**src/common/fault_ctrl_pkg.sv**
```systemverilog
// constants and types for the fault shutdown block
package fault_ctrl_pkg;
    // register addresses (7-bit spi address space)
    localparam logic [6:0] ADDR_CTRL       = 7'h01;
    localparam logic [6:0] ADDR_USER_LO    = 7'h02;
    localparam logic [6:0] ADDR_USER_HI    = 7'h09;
    localparam logic [6:0] ADDR_INT_STAT   = 7'h0c;
    localparam logic [6:0] ADDR_INT_MASK   = 7'h0d;
    localparam logic [6:0] ADDR_UNLOCK_KEY = 7'h2e;
    localparam logic [6:0] ADDR_PROT_PROG  = 7'h2f;
    localparam logic [6:0] ADDR_CUST_LO    = 7'h30;
    localparam logic [6:0] ADDR_CUST_HI    = 7'h35;
    localparam logic [6:0] ADDR_STEP       = 7'h01;

    // field positions and reset values
    localparam int         FAST_SD_EN_BIT  = 0;
    localparam logic [7:0] CTRL_RESET      = 8'h01;
    localparam int         PROTECT_BIT     = 0;
    localparam int         PROGRAM_BIT     = 1;
    localparam logic [7:0] PROT_PROG_RESET = 8'h00;
    localparam logic [7:0] INT_MASK_RESET  = 8'h00;
    localparam logic [7:0] INT_STAT_RESET  = 8'h00;
    localparam logic [7:0] BYTE_ZERO       = 8'h00;

    // unlock key bytes and key register read values
    localparam logic [7:0] KEY_FIRST         = 8'hba;
    localparam logic [7:0] KEY_SECOND        = 8'hbe;
    localparam logic [7:0] KEY_READ_LOCKED   = 8'h00;
    localparam logic [7:0] KEY_READ_UNLOCKED = 8'h01;

    // interrupt status bit positions
    localparam int INT_BAT_SHUT = 0;
    localparam int INT_THERMAL_SHUTDOWN_FLAG  = 1;
    localparam int INT_THERMAL_WARNING_FLAG  = 2;
    localparam int INT_MIRROR   = 3;
    localparam int INT_ILLUM    = 4;

    // spi command byte
    localparam int         CMD_WRITE_BIT = 7;
    localparam logic [2:0] BIT_LAST      = 3'h7;
    localparam logic [2:0] BIT_FIRST     = 3'h0;
    localparam logic [2:0] BIT_STEP      = 3'h1;

    // synchronised fault vector layout
    localparam int FLT_BAT_SHUT = 0;
    localparam int FLT_THERMAL_SHUTDOWN_FLAG  = 1;
    localparam int FLT_THERMAL_WARNING_FLAG  = 2;
    localparam int FLT_MIR_LO   = 3;
    localparam int FLT_MIR_HI   = 11;
    localparam int FLT_C1_PG    = 12;
    localparam int FLT_C1_OV    = 13;
    localparam int FLT_C2_PG    = 14;
    localparam int FLT_C2_OV    = 15;
    localparam int FLT_W        = 16;
    localparam int LDO_FLT_W    = 4;

    typedef enum logic [2:0] {
        KEY_LOCKED   = 3'b001,
        KEY_HALF     = 3'b010,
        KEY_UNLOCKED = 3'b100
    } unlock_state_t;
endpackage : fault_ctrl_pkg

```
**src/core/reg_bank.sv**
```systemverilog
// byte register bank, registered read
module reg_bank #(
    parameter int WIDTH = 8,
    parameter int DEPTH = 8,
    parameter int AW    = 3
) (
    // clock and reset
    input  wire logic             clk_i,
    input  wire logic             rst_b_i,
    // write port
    input  wire logic             wr_en_i,
    input  wire logic [AW-1:0]    wr_addr_i,
    input  wire logic [WIDTH-1:0] wr_data_i,
    // read port
    input  wire logic [AW-1:0]    rd_addr_i,
    output logic      [WIDTH-1:0] rd_data_o
);
    logic [WIDTH-1:0] mem_reg [DEPTH];

    always_ff @(posedge clk_i or negedge rst_b_i) begin
        if (!rst_b_i) begin
            for (int i = 0; i < DEPTH; i++) begin
                mem_reg[i] <= '0;
            end
        end else if (wr_en_i && (int'(wr_addr_i) < DEPTH)) begin
            mem_reg[wr_addr_i] <= wr_data_i;
        end
    end

    always_ff @(posedge clk_i or negedge rst_b_i) begin
        if (!rst_b_i) begin
            rd_data_o <= '0;
        end else if (int'(rd_addr_i) < DEPTH) begin
            rd_data_o <= mem_reg[rd_addr_i];
        end else begin
            rd_data_o <= '0;
        end
    end
endmodule : reg_bank

```
**src/core/fault_shutdown_nvm_unlock.sv**
```systemverilog
// fault fast-shutdown, register protection and customer nvm unlock behind an spi register port
//
// Function
// - orderly shutdown path plus separate fast path
// - fast shutdown enable bit, resets enabled
// - fast shutdown starts autonomously on fault
// - only qualifying faults trigger fast shutdown
// - battery, thermal shutdown, mirror, converter overvoltage qualify; thermal warning does not
// - unprotected: all writable registers accept writes
// - protected: only 0x02 to 0x09 and protect_and_program_ctrl (0x2f) writable
// - protect bit lives in register protect_and_program_ctrl
// - registers 0x30 to 0x35 hold customer data
// - unlock writes back to back, else fail
// - customer registers writable only when unlocked
// - other key byte or power cycle relocks
// - key register reads 0x00 locked, 0x01 unlocked
// - unmasked fault status drives interrupt low
// - command msb write flag, low seven address
module fault_shutdown_nvm_unlock
    import fault_ctrl_pkg::*;
#(
    parameter int USER_DEPTH = 8,
    parameter int CUST_DEPTH = 6
) (
    // clock and reset
    input  wire logic                 clk_i,
    input  wire logic                 rst_b_i,
    // spi slave pins
    input  wire logic                 spi_sclk_i,
    input  wire logic                 spi_cs_b_i,
    input  wire logic                 spi_mosi_i,
    output logic                      spi_miso_o,
    output logic                      spi_miso_oe_o,
    // projector enable pin
    input  wire logic                 projector_enable_pin_i,
    // fault flags
    input  wire logic                 battery_low_shutdown_flag_i,
    input  wire logic                 thermal_shutdown_flag_i,
    input  wire logic                 thermal_warning_flag_i,
    input  wire logic                 mirror_power_good_fault_i,
    input  wire logic                 mirror_buck1_power_good_fault_i,
    input  wire logic                 mirror_buck1_overvoltage_fault_i,
    input  wire logic                 mirror_buck2_power_good_fault_i,
    input  wire logic                 mirror_buck2_overvoltage_fault_i,
    input  wire logic [LDO_FLT_W-1:0] mirror_ldo_fault_i,
    input  wire logic                 illum_conv1_power_good_fault_i,
    input  wire logic                 illum_conv1_overvoltage_fault_i,
    input  wire logic                 illum_conv2_power_good_fault_i,
    input  wire logic                 illum_conv2_overvoltage_fault_i,
    // shutdown, interrupt, eeprom
    output logic                      fast_shutdown_o,
    output logic                      orderly_shutdown_o,
    output logic                      int_b_o,
    output logic                      eeprom_program_o
);
    localparam int USER_AW = $clog2(USER_DEPTH);
    localparam int CUST_AW = $clog2(CUST_DEPTH);

    // input synchronisers
    logic [1:0]        sclk_s_reg;
    logic [1:0]        cs_b_s_reg;
    logic [1:0]        mosi_s_reg;
    logic [1:0]        proj_s_reg;
    logic [FLT_W-1:0]  flt_s1_reg;
    logic [FLT_W-1:0]  flt_reg;
    logic              sclk_d_reg;
    logic [FLT_W-1:0]  flt_raw;

    assign flt_raw = {illum_conv2_overvoltage_fault_i, illum_conv2_power_good_fault_i,
                      illum_conv1_overvoltage_fault_i, illum_conv1_power_good_fault_i,
                      mirror_ldo_fault_i,
                      mirror_buck2_overvoltage_fault_i, mirror_buck2_power_good_fault_i,
                      mirror_buck1_overvoltage_fault_i, mirror_buck1_power_good_fault_i,
                      mirror_power_good_fault_i,
                      thermal_warning_flag_i, thermal_shutdown_flag_i, battery_low_shutdown_flag_i};

    always_ff @(posedge clk_i or negedge rst_b_i) begin
        if (!rst_b_i) begin
            sclk_s_reg <= 2'h0;
            cs_b_s_reg <= 2'h3;
            mosi_s_reg <= 2'h0;
            proj_s_reg <= 2'h0;
            flt_s1_reg <= '0;
            flt_reg    <= '0;
            sclk_d_reg <= 1'b0;
        end else begin
            sclk_s_reg <= {sclk_s_reg[0], spi_sclk_i};
            cs_b_s_reg <= {cs_b_s_reg[0], spi_cs_b_i};
            mosi_s_reg <= {mosi_s_reg[0], spi_mosi_i};
            proj_s_reg <= {proj_s_reg[0], projector_enable_pin_i};
            flt_s1_reg <= flt_raw;
            flt_reg    <= flt_s1_reg;
            sclk_d_reg <= sclk_s_reg[1];
        end
    end

    logic sclk_rise;
    logic sclk_fall;
    logic frame_active;

    assign sclk_rise    = sclk_s_reg[1] & ~sclk_d_reg;
    assign sclk_fall    = ~sclk_s_reg[1] & sclk_d_reg;
    assign frame_active = ~cs_b_s_reg[1];

    // spi framing with auto-increment
    logic [2:0] bit_cnt_reg;
    logic       in_data_reg;
    logic       wr_op_reg;
    logic [6:0] addr_reg;
    logic [7:0] rx_reg;
    logic [7:0] rx_byte;
    logic       byte_done;
    logic       access;

    assign rx_byte   = {rx_reg[6:0], mosi_s_reg[1]};
    assign byte_done = frame_active & sclk_rise & (bit_cnt_reg == BIT_LAST);
    assign access    = byte_done & in_data_reg;

    always_ff @(posedge clk_i or negedge rst_b_i) begin
        if (!rst_b_i) begin
            bit_cnt_reg <= BIT_FIRST;
            in_data_reg <= 1'b0;
            wr_op_reg   <= 1'b0;
            addr_reg    <= 7'h00;
            rx_reg      <= BYTE_ZERO;
        end else if (!frame_active) begin
            bit_cnt_reg <= BIT_FIRST;
            in_data_reg <= 1'b0;
        end else if (sclk_rise) begin
            rx_reg      <= rx_byte;
            bit_cnt_reg <= bit_cnt_reg + BIT_STEP;
            if (bit_cnt_reg == BIT_LAST) begin
                if (!in_data_reg) begin
                    in_data_reg <= 1'b1;
                    wr_op_reg   <= rx_byte[CMD_WRITE_BIT];
                    addr_reg    <= rx_byte[6:0];
                end else begin
                    addr_reg    <= addr_reg + ADDR_STEP;
                end
            end
        end
    end

    // write qualification
    logic          in_user;
    logic          in_cust;
    logic          prot_ok;
    logic          lock_ok;
    logic          wr_ok;
    logic          key_wr;
    logic [7:0]    ctrl_reg;
    logic [7:0]    prot_reg;
    logic [7:0]    mask_reg;
    logic [7:0]    stat_reg;
    unlock_state_t key_state_reg;

    assign in_user = (addr_reg >= ADDR_USER_LO) && (addr_reg <= ADDR_USER_HI);
    assign in_cust = (addr_reg >= ADDR_CUST_LO) && (addr_reg <= ADDR_CUST_HI);
    // protect bit stays writable
    assign prot_ok = !prot_reg[PROTECT_BIT] || in_user || (addr_reg == ADDR_PROT_PROG);
    assign lock_ok = !in_cust || (key_state_reg == KEY_UNLOCKED);
    assign wr_ok   = access & wr_op_reg & prot_ok & lock_ok;
    assign key_wr  = wr_ok & (addr_reg == ADDR_UNLOCK_KEY);

    always_ff @(posedge clk_i or negedge rst_b_i) begin
        if (!rst_b_i) begin
            ctrl_reg <= CTRL_RESET;
        end else if (wr_ok && (addr_reg == ADDR_CTRL)) begin
            ctrl_reg <= rx_byte;
        end
    end

    always_ff @(posedge clk_i or negedge rst_b_i) begin
        if (!rst_b_i) begin
            prot_reg <= PROT_PROG_RESET;
        end else if (wr_ok && (addr_reg == ADDR_PROT_PROG)) begin
            prot_reg <= rx_byte;
        end
    end

    always_ff @(posedge clk_i or negedge rst_b_i) begin
        if (!rst_b_i) begin
            mask_reg <= INT_MASK_RESET;
        end else if (wr_ok && (addr_reg == ADDR_INT_MASK)) begin
            mask_reg <= rx_byte;
        end
    end

    // unlock: any access between key bytes aborts
    always_ff @(posedge clk_i or negedge rst_b_i) begin
        if (!rst_b_i) begin
            key_state_reg <= KEY_LOCKED;
        end else if (access) begin
            unique case (key_state_reg)
                KEY_LOCKED: begin
                    if (key_wr && (rx_byte == KEY_FIRST)) begin
                        key_state_reg <= KEY_HALF;
                    end
                end
                KEY_HALF: begin
                    if (key_wr && (rx_byte == KEY_SECOND)) begin
                        key_state_reg <= KEY_UNLOCKED;
                    end else begin
                        key_state_reg <= KEY_LOCKED;
                    end
                end
                KEY_UNLOCKED: begin
                    if (key_wr) begin
                        key_state_reg <= (rx_byte == KEY_FIRST) ? KEY_HALF : KEY_LOCKED;
                    end
                end
                default: begin
                    key_state_reg <= KEY_LOCKED;
                end
            endcase
        end
    end

    // fault status and interrupt
    logic [7:0] fault_evt;
    logic [7:0] stat_clr;
    logic       mirror_any;
    logic       fast_trigger;

    assign mirror_any = |flt_reg[FLT_MIR_HI:FLT_MIR_LO];

    always_comb begin
        fault_evt               = BYTE_ZERO;
        fault_evt[INT_BAT_SHUT] = flt_reg[FLT_BAT_SHUT];
        fault_evt[INT_THERMAL_SHUTDOWN_FLAG]  = flt_reg[FLT_THERMAL_SHUTDOWN_FLAG];
        fault_evt[INT_THERMAL_WARNING_FLAG]  = flt_reg[FLT_THERMAL_WARNING_FLAG];
        fault_evt[INT_MIRROR]   = mirror_any;
        fault_evt[INT_ILLUM]    = |flt_reg[FLT_C2_OV:FLT_C1_PG];
    end

    assign stat_clr = (wr_ok && (addr_reg == ADDR_INT_STAT)) ? rx_byte : BYTE_ZERO;

    always_ff @(posedge clk_i or negedge rst_b_i) begin
        if (!rst_b_i) begin
            stat_reg <= INT_STAT_RESET;
        end else begin
            stat_reg <= (stat_reg & ~stat_clr) | fault_evt; // set wins over clear
        end
    end

    always_ff @(posedge clk_i or negedge rst_b_i) begin
        if (!rst_b_i) begin
            int_b_o <= 1'b1;
        end else begin
            int_b_o <= ~|(stat_reg & ~mask_reg);
        end
    end

    // power-down paths
    assign fast_trigger = flt_reg[FLT_BAT_SHUT] | flt_reg[FLT_THERMAL_SHUTDOWN_FLAG] | mirror_any
                        | flt_reg[FLT_C1_OV] | flt_reg[FLT_C2_OV];

    always_ff @(posedge clk_i or negedge rst_b_i) begin
        if (!rst_b_i) begin
            fast_shutdown_o    <= 1'b0;
            orderly_shutdown_o <= 1'b1;
        end else begin
            orderly_shutdown_o <= ~proj_s_reg[1];
            if (!proj_s_reg[1]) begin
                fast_shutdown_o <= 1'b0;
            end else if (ctrl_reg[FAST_SD_EN_BIT] && fast_trigger) begin
                fast_shutdown_o <= 1'b1;
            end
        end
    end

    always_ff @(posedge clk_i or negedge rst_b_i) begin
        if (!rst_b_i) begin
            eeprom_program_o <= 1'b0;
        end else begin
            eeprom_program_o <= prot_reg[PROGRAM_BIT];
        end
    end

    // register banks
    logic [7:0]         user_rd;
    logic [7:0]         cust_rd;
    logic [USER_AW-1:0] user_idx;
    logic [CUST_AW-1:0] cust_idx;
    logic [6:0]         user_off;
    logic [6:0]         cust_off;

    assign user_off = addr_reg - ADDR_USER_LO;
    assign cust_off = addr_reg - ADDR_CUST_LO;
    assign user_idx = user_off[USER_AW-1:0];
    assign cust_idx = cust_off[CUST_AW-1:0];

    reg_bank #(.WIDTH(8), .DEPTH(USER_DEPTH), .AW(USER_AW)) u_user_bank (
        .clk_i     (clk_i),
        .rst_b_i   (rst_b_i),
        .wr_en_i   (wr_ok & in_user),
        .wr_addr_i (user_idx),
        .wr_data_i (rx_byte),
        .rd_addr_i (user_idx),
        .rd_data_o (user_rd)
    );

    reg_bank #(.WIDTH(8), .DEPTH(CUST_DEPTH), .AW(CUST_AW)) u_cust_bank (
        .clk_i     (clk_i),
        .rst_b_i   (rst_b_i),
        .wr_en_i   (wr_ok & in_cust),
        .wr_addr_i (cust_idx),
        .wr_data_i (rx_byte),
        .rd_addr_i (cust_idx),
        .rd_data_o (cust_rd)
    );

    // read mux
    logic [7:0] rd_value;

    always_comb begin
        rd_value = BYTE_ZERO;
        if (in_user) begin
            rd_value = user_rd;
        end else if (in_cust) begin
            rd_value = cust_rd;
        end else begin
            case (addr_reg)
                ADDR_CTRL:       rd_value = ctrl_reg;
                ADDR_INT_STAT:   rd_value = stat_reg;
                ADDR_INT_MASK:   rd_value = mask_reg;
                ADDR_PROT_PROG:  rd_value = prot_reg;
                ADDR_UNLOCK_KEY: rd_value = (key_state_reg == KEY_UNLOCKED) ? KEY_READ_UNLOCKED
                                                                           : KEY_READ_LOCKED;
                default:         rd_value = BYTE_ZERO;
            endcase
        end
    end

    // miso shifts on synced sclk falls
    logic [7:0] tx_reg;

    always_ff @(posedge clk_i or negedge rst_b_i) begin
        if (!rst_b_i) begin
            tx_reg        <= BYTE_ZERO;
            spi_miso_o    <= 1'b0;
            spi_miso_oe_o <= 1'b0;
        end else begin
            spi_miso_oe_o <= frame_active;
            if (!frame_active) begin
                spi_miso_o <= 1'b0;
            end else if (sclk_fall) begin
                if (in_data_reg && (bit_cnt_reg == BIT_FIRST)) begin
                    spi_miso_o <= rd_value[7];
                    tx_reg     <= {rd_value[6:0], 1'b0};
                end else begin
                    spi_miso_o <= tx_reg[7];
                    tx_reg     <= {tx_reg[6:0], 1'b0};
                end
            end
        end
    end
endmodule : fault_shutdown_nvm_unlock

```
**config.mk**
```make
export PLATFORM = sky130hd
export DESIGN_NAME = fault_shutdown_nvm_unlock
export DESIGN_NICKNAME = d
export VERILOG_FILES = /design/src/common/fault_ctrl_pkg.sv /design/src/core/reg_bank.sv /design/src/core/fault_shutdown_nvm_unlock.sv
export SDC_FILE = /design/constraint.sdc
export NUM_CORES = 1
export LEC_CHECK = 0
export CORE_ASPECT_RATIO = 0.5
export CORE_MARGIN = 10
export CORE_UTILIZATION = 40
export CTS_CLUSTER_DIAMETER = 100
export DETAILED_ROUTE_END_ITERATION = 7
export DONT_BUFFER_PORTS = 1
export PLACE_DENSITY = 0.6
export SLEW_MARGIN = 10
export SYNTH_ARGS = -nofsm -noshare
export SYNTH_HDL_FRONTEND = slang
export SYNTH_SLANG_ARGS = --single-unit
```
**constraint.sdc**
```tcl
create_clock -name clk_i -period 4.25 [get_ports clk_i]
set_input_delay 0 -clock clk_i [delete_from_list [all_inputs] [get_ports clk_i]]
set_output_delay 0 -clock clk_i [all_outputs]
set_load 0.1 [all_outputs]
```
# == Word level (Yosys, flattened, before mapping) ==
# Index checks and enable logic that the tools add are counted.
# word_totals
ff_bits,237
latchBits,0
mem_bits_rw,0
mem_bits_ro,0
input_bits,22
output_inout_bits,6
memories,0
# op_classes
n_addsub,4
n_mul,0
n_div,0
order_cmp,9
eq_ne,14
n_shift,0
muxes,35
n_bitwise,27
n_reduce_logical,32
# ops
op,count
$mux 8,11
$bwmux 64,1
$bmux 8 s3,2
$bwmux 48,1
$demux 8 s3,2
$pmux 8 s5,1
$and 8x8->8,2
$eq 8x8->1 const B,2
$not 8->8,2
$mux 3,5
$eq 7x4->1 const B,2
$eq 7x6->1 const B,2
$logic_and 1x1->1,13
$and 1x1->1,11
$mux 1,9
$pmux 3 s3,1
$reduce_or 9->1,1
$ge 4x4->1 const B,2
$lt 4x1->1 const B,2
$not 3->4,2
$or 8x5->8,1
$reduce_or 8->1,1
$add 7x1->7 const B,1
$eq 7x1->1 const B,1
25 further kinds,43

# == Longest topological paths before layout ==
# Gate-level depths: netlist of the first run.
# logic_depth
depth_word,13
ltp_mapped,12

# == Hierarchy ==
# Synthesis of the first run repeated with hierarchy kept, for this count alone.
# unflattened
hier_cells,708
hier_area_um2,10158.5
# by_module_without_submodules
module,n_inst,cells_per_inst,area_each_um2,seq_area_each_um2
fault_shutdown_nvm_unlock,1,365,4508.1,2710.1
reg_bank (u_user_bank),1,180,3193.1,1801.7
reg_bank (u_cust_bank),1,163,2457.4,1401.3

# == Worst setup path before layout of the first run ==
# OpenSTA, ideal clock, no wires.
# synth_path
path_kind,register to register
start,register addr_reg[1]
end,register u_cust_bank.mem_reg[16] (netlist bit)
setup_ns,0.125
t_arrival_ns,3.139
required_ns,4.125
slack_ns,0.986
path_stages_with_launch,12
n_path_buf,3
period_less_slack_ns,3.264
cell_sequence,dfrtp_1 clkbuf_1 clkbuf_1 inv_1 ha_1 a21o_1 a21oi_2 nand2_1 or2_1 buf_6 nor3_4 mux2_4
# synth_between
elab_chain_len,8
# synth_lines
item,line_no,source
from (decl),fault_shutdown_nvm_unlock.sv:109,logic [6:0] addr_reg;
from (signal assigned),fault_shutdown_nvm_unlock.sv:136,addr_reg <= rx_byte[6:0];
from (signal assigned),fault_shutdown_nvm_unlock.sv:138,addr_reg <= addr_reg + ADDR_STEP;
branches (longest 8 deep; another with $ge 4x4->1),n/a,
"to (signal, indexed assignment)",reg_bank.sv:26,mem_reg[wr_addr_i] <= wr_data_i;
to (decl),reg_bank.sv:18,logic [WIDTH-1:0] mem_reg [DEPTH];
# Parallel ways; which one is timed is not known.
# A chain may end at the register's enable or synchronous reset.

# == Worst setup path in the final report of the first run ==
# layout_path
start,register addr_reg[1]
end,register u_cust_bank.mem_reg[20] (netlist bit)
# Same word-level chain as after synthesis.

==> impl_metrics.ini, run 1 <==
[global_route]
track_usage_pct = 14.0
grt_max_degree = 237
grt-ovfl-total = 0
grt_pass1_vias = 6124
grt_antenna_before_repair = 0
grt_pass1_wl_mm = 36.6

[logic_synthesis]
yosys.area_share.simple_pct = 7.48
synth-adder-area-share_pct = 1.47
synth-compound-area-share_pct = 6.58
synth-edff-count = 0
async_reset_ff_share_pct = 100
synth_area_um2 = 10200
syn_area_per_cell_um2 = 14.4
syn-instance-count = 708
ys_seq_area_share_pct = 58.0
synth_ff_type = dfrtp_1
syn_nets = 742
synthMuxAreaShare_pct = 23.7
ys_types = 61
synth-xor-area-share_pct = 0.172
synth_warnings = 0
synth_top_family_by_area = multiplexers
ys_ff_latch = 236

[power_and_ir_drop]
vdd_drop_max_mv = 0.228
p_leak_nw = 5.30
powerDensity_nw_per_um2 = 413

[run]
maxCapViolations = 0

[timing]
worstMarginPinSlew_ns = 1.11
whs_ns = -0.810
hold_viol = 236
maxSlewHeadroom_pct = 26.2
slew_viol_final = 0
setup_viol = 0
fin_worst_skew_ns = 0.0138
period_minus_slack_ns = 3.51
rsz0062_at_grt = false
fin_tns_setup_ns = 0
fmax_mhz = 285
period_share_pct = 82.6

[clock_network]
cts_tree = built
post-cts-setup-buffers = 0
cts_buffers = 23
clk_latency_ns = 0.52
cts.path.max_buffers = 3
clkTransAtPathRegs_ns = 0.07
cts_hold_buffers = 20
cts-root-buf = clkbuf_16
cts_resized = 0
cts.sinks = 236
htree_levels = 1

[worst_setup_path]
crit_start = addr_reg[1]$_DFFE_PN0N_
path_buf_inv = 1
cp_top_family = simple AND/OR/NAND/NOR gates
reg2reg_to = u_cust_bank.mem_reg[20]$_DFFE_PN0P_
crit_fanout = 18
reg2reg_from = addr_reg[1]$_DFFE_PN0N_
cp.required_ns = 4.65
crit_arrival_ns = 3.91
r2r_cells = 7
worstSetupPathType = flip-flop to flip-flop
critPathMaxStageDelay_ns = 0.67
cp-end-kind = flip-flop
startpoint_type = flip-flop
reg2reg_slack_ns = 0.74
path_cells = buf_4 > ha_1 > and4b_1 > a311oi_4 > or2_1 > nor3_4 > mux2_4
slowest_stage = dfrtp_1

[layout]
fin_nets = 750
fillers = 2196
antennaDiodeCount = 0
drive_gt1_share_pct = 32.2
syn2layout_area_growth_pct = 12.3
largest_reg_flops = 64

[drt]
postRouteAntennaNets = 0
via_count = 5885
first_pass_iters = 6
wl_per_cell_um = 21.4
drt_iter0_drc = 507
totalWireLength_mm = 23.0
vias_per_cell = 5.47
drc_errors = 0

[floorplanning]
ios = 28
dieArea_um2 = 32700
initial_core_util_pct = 40.5
die_h_um = 133
die-width_um = 246
core_area_um2 = 25100
std_cell_rows = 41

[place]
hpwl_mm = 14.5
numPortBuffers = 0
gp_congestion = 0.804

[run_status]
status = complete, but fails checks
violations = negative hold slack

[hold_path]
hold_path.class = primary input to asynchronous set/reset pin
-- layout by cell type, fill, tap and decap left out, types with 8 or more instances in the layout --
master         Yosys  routed
a21o_1             8       8
a21oi_1           15      15
a22oi_1           15      15
clkbuf_16          0      23
dfrtp_1          230     229
dlygate4sd3_1      0      20
ha_1              12      12
inv_1             20      20
mux2_1            19      19
mux2_2           134     134
mux2_4             8       8
mux4_2            24      24
nand2_1           21      21
nand3_1           10      10
nor2_1            23      23
o21ai_0           13      13
-- how the worst max path moves through the flow --
stage / depth (start not counted) / endpoint / slack, ns
after global placement: 7 / u_cust_bank.mem_reg[23]$_DFFE_PN0P_ / 0.80
final: 7 / u_cust_bank.mem_reg[20]$_DFFE_PN0P_ / 0.74
after detailed placement: 7 / u_cust_bank.mem_reg[20]$_DFFE_PN0P_ / 0.78
after global routing: 7 / stat_reg[4]$_DFF_PN0_ / 0.55
after CTS: 7 / u_cust_bank.mem_reg[20]$_DFFE_PN0P_ / 0.77
after floorplan: 11 / u_cust_bank.mem_reg[16]$_DFFE_PN0P_ / 0.99
-- per-stage QoR --
stage / area (um^2) / power [mW] / util (%) / cells / worst slack, ns
2_1_floorplan: 10200 / 2.53 / - / 708 / 0.986
3_3_place_gp: 10500 / 2.67 / 41.7 / 1015 / 0.800
3_5_place_dp: 10500 / 2.67 / 41.7 / 1015 / 0.784
4_1_cts: 11400 / 4.77 / 45.6 / 1076 / 0.770
5_1_grt: 11400 / 4.88 / 45.6 / 1076 / 0.553
6_report: 11400 / 4.73 / 45.6 / 1076 / 0.741
-- power by group --
group / switching, mW / internal [mW] / total, mW
logic: 0.0688 / 0.0623 / 0.131
clock network: 0.867 / 1.22 / 2.09
registers: 0.220 / 2.29 / 2.51
-- per-layer routing --
metal  global-route usage (%)  share of wire (%)
met3                     2.61                4.9
met4                     2.69                1.5
met1                     20.9                 49
met5                        0                  0
met2                     20.8                 44
-- Yosys cell counts (2+ instances only) --
| cell | number | area (um^2) |
|---|---|---|
| a21o_1 | 8 | 60.1 |
| a21oi_1 | 15 | 75.1 |
| a221o_1 | 7 | 70.1 |
| a222oi_1 | 7 | 70.1 |
| a22oi_1 | 15 | 113 |
| a31oi_1 | 6 | 37.5 |
| and2_1 | 4 | 25.0 |
| and3_1 | 4 | 25.0 |
| buf_1 | 7 | 26.3 |
| buf_2 | 8 | 40.0 |
| buf_6 | 2 | 22.5 |
| clkbuf_1 | 27 | 101 |
| dfrtp_1 | 230 | 5760 |
| dfstp_2 | 6 | 158 |
| ha_1 | 12 | 150 |
| inv_1 | 20 | 75.1 |
| mux2_1 | 19 | 214 |
| mux2_2 | 134 | 1510 |
| mux2_4 | 8 | 120 |
| mux2i_1 | 3 | 30.0 |
| mux4_2 | 24 | 541 |
| nand2_1 | 21 | 78.8 |
| nand2b_1 | 6 | 37.5 |
| nand3_1 | 10 | 50.1 |
| nand3_2 | 3 | 30.0 |
| nand4_1 | 5 | 31.3 |
| nor2_1 | 23 | 86.3 |
| nor2b_1 | 3 | 18.8 |
| nor3_1 | 3 | 15.0 |
| nor3_2 | 2 | 20.0 |
| nor3_4 | 6 | 97.6 |
| nor3b_2 | 2 | 25.0 |
| nor3b_4 | 2 | 37.5 |
| nor4_1 | 4 | 25.0 |
| o21ai_0 | 13 | 65.1 |
| o21bai_1 | 7 | 52.6 |
| o22ai_1 | 6 | 37.5 |
| or4_1 | 2 | 15.0 |
| xnor2_1 | 2 | 17.5 |
-- cell type report --
class	instances	area, um^2	share of cell area, %
Timing Repair Buffer	27	253	2.21
Inverter	20	75.1	0.656
Sequential cell	236	5910	51.7
Tap cell	344	430	3.76
Multi-Input combinational cell	408	4010	35.1
Clock buffer	31	626	5.46
Clock inverter	10	138	1.20
-- logic make-up (layout without fill, tap and decap cells) --
logic type	Yosys count	count (layout)
adders and majority gates	12	12
buffers and inverters	64	88
muxes	188	188
and+or+nand+nor	114	114
xor gates and xnor gates	2	2
DFF	236	236
AOI/OAI and AO/OA	92	92
(Power assumes the default switching activity.)
==> run 2, diff against run 1 <==
- clock period: 4.25 -> 3.47 ns (I/O delays scaled with it)
==> run 2 against run 1 <==
- the run still ends with negative hold slack left
- power increased by 29%
- first-iteration DRC count shrank 0.99%
- combinational power grew to 2.6 times the previous value
- fmax is 16% higher
- non-clock buffer count grew 15
- sequential cell count unchanged
- clock power increased by 36%
- largest cell class unchanged
- highest routed layer unchanged
==> impl_metrics.ini, run 2 (synthesized netlist as in run 1, its figures left out) <==
[place]
hpwl_mm = 14.6
gp_congestion = 0.786
numPortBuffers = 0

[worst_setup_path]
r2r_cells = 9
startpoint_type = flip-flop
path_cells = inv_1 > ha_1 > nand2_2 > a221o_1 > nand3_1 > buf_4 > nor3_1 > and2_1 > mux2_2
crit_arrival_ns = 3.43
cp.required_ns = 3.88
reg2reg_from = addr_reg[2]$_DFFE_PN0N_
slowest_stage = dfrtp_1
path_buf_inv = 2
worstSetupPathType = flip-flop to flip-flop
cp-end-kind = flip-flop
crit_fanout = 9
cp_top_family = simple AND/OR/NAND/NOR gates
reg2reg_slack_ns = 0.45
critPathMaxStageDelay_ns = 0.51
reg2reg_to = u_user_bank.mem_reg[31]$_DFFE_PN0P_

[layout]
final_common_cell = dfrtp_1
syn2layout_area_growth_pct = 14.7
largest_reg_flops = 64
drive_gt1_share_pct = 34.5
fin_nets = 766
antennaDiodeCount = 0
utilization_pct = 46.5
final_cell_mix = 229 x dfrtp_1, 134 x mux2_2, 24 x mux4_2, 24 x clkbuf_16, 23 x nor2_1
fillers = 2201

[power_and_ir_drop]
sw_frac_of_total_pct = 23.9
p_int_mw = 4.65
pwr-share-clk_pct = 46.6
seq_power_share_pct = 47.9
p_leak_nw = 5.43
power_switching_mw = 1.46
powerDensity_nw_per_um2 = 522
vdd_drop_max_mv = 0.310
power_frac_comb_pct = 5.6

[clock_network]
clkTransAtPathRegs_ns = 0.06
htree_levels = 1
cts_tree = built
cts-root-buf = clkbuf_16
clk_latency_ns = 0.53
cts_hold_buffers = 20
cts_buffers = 24
cts.sinks = 236
cts.path.max_buffers = 3
cts_resized = 0
post-cts-setup-buffers = 0

[timing]
period_minus_slack_ns = 3.02
fmax_mhz = 331
maxSlewHeadroom_pct = 32.0
fin_tns_setup_ns = 0
rsz0062_at_grt = false
setup_viol = 0
worstMarginPinSlew_ns = 1.02
whs_ns = -0.828
period_share_pct = 87.2
fin_worst_skew_ns = 0.0119
hold_viol = 236
slew_viol_final = 0

[drt]
vias_per_cell = 5.44
postRouteAntennaNets = 0
drc_errors = 0
drt_iter0_drc = 502
first_pass_iters = 5
via_count = 5948
wl_per_cell_um = 20.8
totalWireLength_mm = 22.8

[run_status]
violations = negative hold slack
status = complete, but fails checks

[floorplanning]
die_h_um = 133
core_area_um2 = 25100
dieArea_um2 = 32700
die-width_um = 246
initial_core_util_pct = 40.5
ios = 28
std_cell_rows = 41

[global_route]
grt_pass1_wl_mm = 36.8
grt_max_degree = 237
grt_pass1_vias = 6109
grt_antenna_before_repair = 0
grt-ovfl-total = 0
track_usage_pct = 14.1

[hold_path]
hold_path.class = primary input to asynchronous set/reset pin

[run]
maxCapViolations = 0
[run 2: how the worst max path moves through the flow]
stage	startpoint	end	slack, ns	cells after the start
floorplan	addr_reg[1]$_DFFE_PN0N_	u_cust_bank.mem_reg[16]$_DFFE_PN0P_	0.21	11
global placement	addr_reg[2]$_DFFE_PN0N_	u_user_bank.mem_reg[24]$_DFFE_PN0P_	0.53	9
detailed placement	addr_reg[2]$_DFFE_PN0N_	u_user_bank.mem_reg[31]$_DFFE_PN0P_	0.47	9
CTS	addr_reg[2]$_DFFE_PN0N_	u_user_bank.mem_reg[31]$_DFFE_PN0P_	0.44	9
global route	addr_reg[2]$_DFFE_PN0N_	u_user_bank.mem_reg[25]$_DFFE_PN0P_	0.26	9
finish	addr_reg[2]$_DFFE_PN0N_	u_user_bank.mem_reg[31]$_DFFE_PN0P_	0.45	9
[run 2: layer usage]
layer  track usage [%]  vias to the layer above  wire length, um
met5                 0                        -                0
met4              3.24                        0              459
met3              2.15                       35              994
met2              20.4                      126             9720
met1              21.6                     3144            11600
li1                  -                     2643                -
[run 2: layout make-up]
class	count	area, um^2	share of cell area (%)
Multi-Input combinational cell	408	4010	34.3
Sequential cell	236	5910	50.6
Tap cell	344	430	3.68
Clock inverter	15	228	1.95
Clock buffer	29	659	5.64
Inverter	20	75.1	0.642
Timing Repair Buffer	42	365	3.13
[run 2: through the flow]
| stage | total power, mW | hold WS, ns | std cells | cell area, um^2 | worst slack, ns |
|---|---|---|---|---|---|
| floorplan | 3.10 | -0.296 | 708 | 10200 | 0.206 |
| global placement | 3.29 | -0.288 | 1030 | 10600 | 0.533 |
| detailed placement | 3.30 | -0.288 | 1030 | 10600 | 0.468 |
| CTS | 6.16 | -0.843 | 1094 | 11700 | 0.445 |
| global route | 6.32 | -0.846 | 1094 | 11700 | 0.261 |
| finish | 6.10 | -0.828 | 1094 | 11700 | 0.446 |
[run 2: power by group through the flow]
stage               Sequential, mW  Combinational [mW]  Clock, mW
floorplan                     2.91               0.196          0
global placement              2.97               0.321          0
detailed placement            2.97               0.327          0
CTS                           2.92               0.345       2.90
global route                  2.93               0.369       3.02
finish                        2.92               0.339       2.84
==> run 3, diff against run 2 <==
- RECOVER_POWER: default -> 100
- SYNTH_HIERARCHICAL: default -> 1
==> run 3 against run 2 <==
- the flow still finishes with violations (negative hold slack)
- clock power decreased by 13%
- area after synthesis fell by 0.33%
- critical path depth up 1
- sequential power down 1%
- global-route usage down 0.60 points
- largest power group unchanged
==> impl_metrics.ini, run 3 <==
[run_status]
status = complete, but fails checks
violations = negative hold slack

[floorplanning]
die_h_um = 133
ios = 28
std_cell_rows = 41
dieArea_um2 = 32600
core_area_um2 = 25100
initial_core_util_pct = 40.5
die-width_um = 245

[hold_path]
hold_path.class = primary input to asynchronous set/reset pin

[layout]
final_cell_mix = 230 x dfrtp_1, 151 x mux2_2, 30 x mux2i_1
largest_reg_flops = 64
fillers = 2194
final_common_cell = dfrtp_1
syn2layout_area_growth_pct = 13.2
final_cell_count_no_fill = 1106
drive_gt1_share_pct = 29.3
antennaDiodeCount = 0
fin_nets = 779

[clock_network]
cts.path.max_buffers = 3
clkTransAtPathRegs_ns = 0.06
clk_latency_ns = 0.50
cts_resized = 0
post-cts-setup-buffers = 0
cts_buffers = 23
htree_levels = 1
cts.sinks = 236
cts_hold_buffers = 20
cts_tree = built
cts-root-buf = clkbuf_16

[timing]
hold_viol = 236
fin_tns_setup_ns = 0
whs_ns = -0.791
period_share_pct = 89.3
fmax_mhz = 323
period_minus_slack_ns = 3.10
setup_viol = 0
worstMarginPinSlew_ns = 1.40
slew_viol_final = 0
maxSlewHeadroom_pct = 6.69
fin_worst_skew_ns = 0.00977
rsz0062_at_grt = false

[place]
hpwl_mm = 13.6
dp.cells = 1045
gp_congestion = 0.806
numPortBuffers = 0

[drt]
via_count = 5976
totalWireLength_mm = 22.0
postRouteAntennaNets = 0
vias_per_cell = 5.40
first_pass_iters = 5
wl_per_cell_um = 19.9
drt_iter0_drc = 503
drc_errors = 0

[logic_synthesis]
ys_seq_area_share_pct = 58.2
synth-edff-count = 0
synth_area_leaders = dfrtp_1 57%, mux2_2 17%, mux4_1 3.9%
synth_area_um2 = 10200
ys_types = 64
synth_top_area_share_pct = 56.7
syn_area_per_cell_um2 = 14.3
syn_nets = 741
synth_ff_type = dfrtp_1
synth_warnings = 6
syn-instance-count = 708
async_reset_ff_share_pct = 100
ys_ff_latch = 236
synthTopCellsByCount = 230 x dfrtp_1, 153 x mux2_2, 30 x mux2i_1
yosys.area.top_type = dfrtp_1
synth.most_common_cell = dfrtp_1

[global_route]
grt_max_degree = 237
grt-ovfl-total = 0
grt_antenna_before_repair = 1
track_usage_pct = 13.5
grt_pass1_vias = 6158
grt_pass1_wl_mm = 35.4

[worst_setup_path]
cp-endpoint = u_user_bank/mem_reg[33]$_DFFE_PN0P_
crit_arrival_ns = 3.48
cp-end-kind = flip-flop
worstSetupPathType = flip-flop to flip-flop
startpoint_type = flip-flop
r2r_cells = 10
cp.required_ns = 3.85
crit_fanout = 12
reg2reg_to = u_user_bank/mem_reg[33]$_DFFE_PN0P_
reg2reg_slack_ns = 0.37
crit_start = addr_reg[0]$_DFFE_PN0N_
reg2reg_from = addr_reg[0]$_DFFE_PN0N_

[power_and_ir_drop]
p_leak_nw = 5.35
powerDensity_nw_per_um2 = 505
vdd_drop_max_mv = 0.300

[run]
maxCapViolations = 0
[run 3: cell types whose count changed after synthesis, moves of 7 or more]
cell	previous run	this run
a221o_1	7	0
a22oi_1	15	7
buf_2	8	16
clkbuf_1	27	11
mux2_1	19	0
mux2_2	134	153
mux2_4	8	0
mux2i_1	3	30
mux4_1	0	15
mux4_2	24	1
o211ai_1	1	8
o21bai_1	7	0
o32a_1	0	8
[run 3: through the flow]
| stage | area [um^2] | setup WS, ns | power [mW] | util [%] | hold slack, ns |
|---|---|---|---|---|---|
| finish | 11500 | 0.370 | 5.81 | 45.8 | -0.791 |
| global placement | 10600 | 0.636 | 3.35 | 42.3 | -0.283 |
| global route | 11500 | 0.169 | 6.02 | 45.8 | -0.819 |
| CTS | 11600 | 0.585 | 5.87 | 46.1 | -0.814 |
| detailed placement | 10600 | 0.620 | 3.35 | 42.3 | -0.282 |
| floorplan | 10200 | 0.579 | 3.11 | - | -0.296 |
[run 3: area by class of cell]
| type | count | area, um^2 | area share (%) |
|---|---|---|---|
| sequential | 236 | 5910 | 51.4 |
| multi-input combinational | 415 | 3940 | 34.3 |
| tap | 344 | 430 | 3.74 |
| timing repair buffer | 51 | 393 | 3.42 |
| clock buffer | 37 | 678 | 5.90 |
| inverter | 19 | 71.3 | 0.620 |
| clock inverter | 4 | 72.6 | 0.631 |
[run 3: report_power, final]
part           total [mW]  internal (mW)  switching, mW
logic               0.443          0.115          0.328
clock network        2.48           1.48           1.00
registers            2.88           2.83         0.0513
[run 3: how the worst min path moves through the flow]
stage / cells after the start / endpoint / slack, ns / startpoint
2_1_floorplan: 0 / addr_reg[0]$_DFFE_PN0N_ / -0.30 / rst_b_i
3_3_place_gp: 0 / u_user_bank/mem_reg[62]$_DFFE_PN0P_ / -0.28 / rst_b_i
3_5_place_dp: 0 / u_user_bank/mem_reg[62]$_DFFE_PN0P_ / -0.28 / rst_b_i
4_1_cts: 0 / u_user_bank/mem_reg[42]$_DFFE_PN0P_ / -0.81 / rst_b_i
5_1_grt: 0 / mosi_s_reg[1]$_DFF_PN0_ / -0.82 / rst_b_i
6_report: 0 / u_user_bank/mem_reg[30]$_DFFE_PN0P_ / -0.79 / rst_b_i
[run 3: cell families after synthesis]
group | after synthesis | share of synthesized area (%)
flops | 236 | 58.2
mux | 199 | 24.0
simple gates | 109 | 6.74
compound gates | 95 | 6.85
buf+inv | 57 | 2.75
fa+ha+maj | 11 | 1.35
xor+xnor | 1 | 0.0862
[run 3: metal layers]
| layer | global-route usage [%] | part of all wire, % |
|---|---|---|
| met3 | 1.97 | 2.9 |
| met1 | 20.0 | 51 |
| met4 | 2.83 | 1.6 |
| met5 | 0 | 0 |
| met2 | 20.6 | 44 |
[run 3: critical path, cell delays in order (launching register included)]
cell and delay [ns]:
dfrtp_1 0.43, inv_1 0.11, ha_1 0.25, a211o_1 0.30, o211ai_1 0.14, clkbuf_1 0.49
nor2_1 0.08, buf_4 0.19, nand4b_1 0.10, clkbuf_1 0.47, mux2_2 0.40
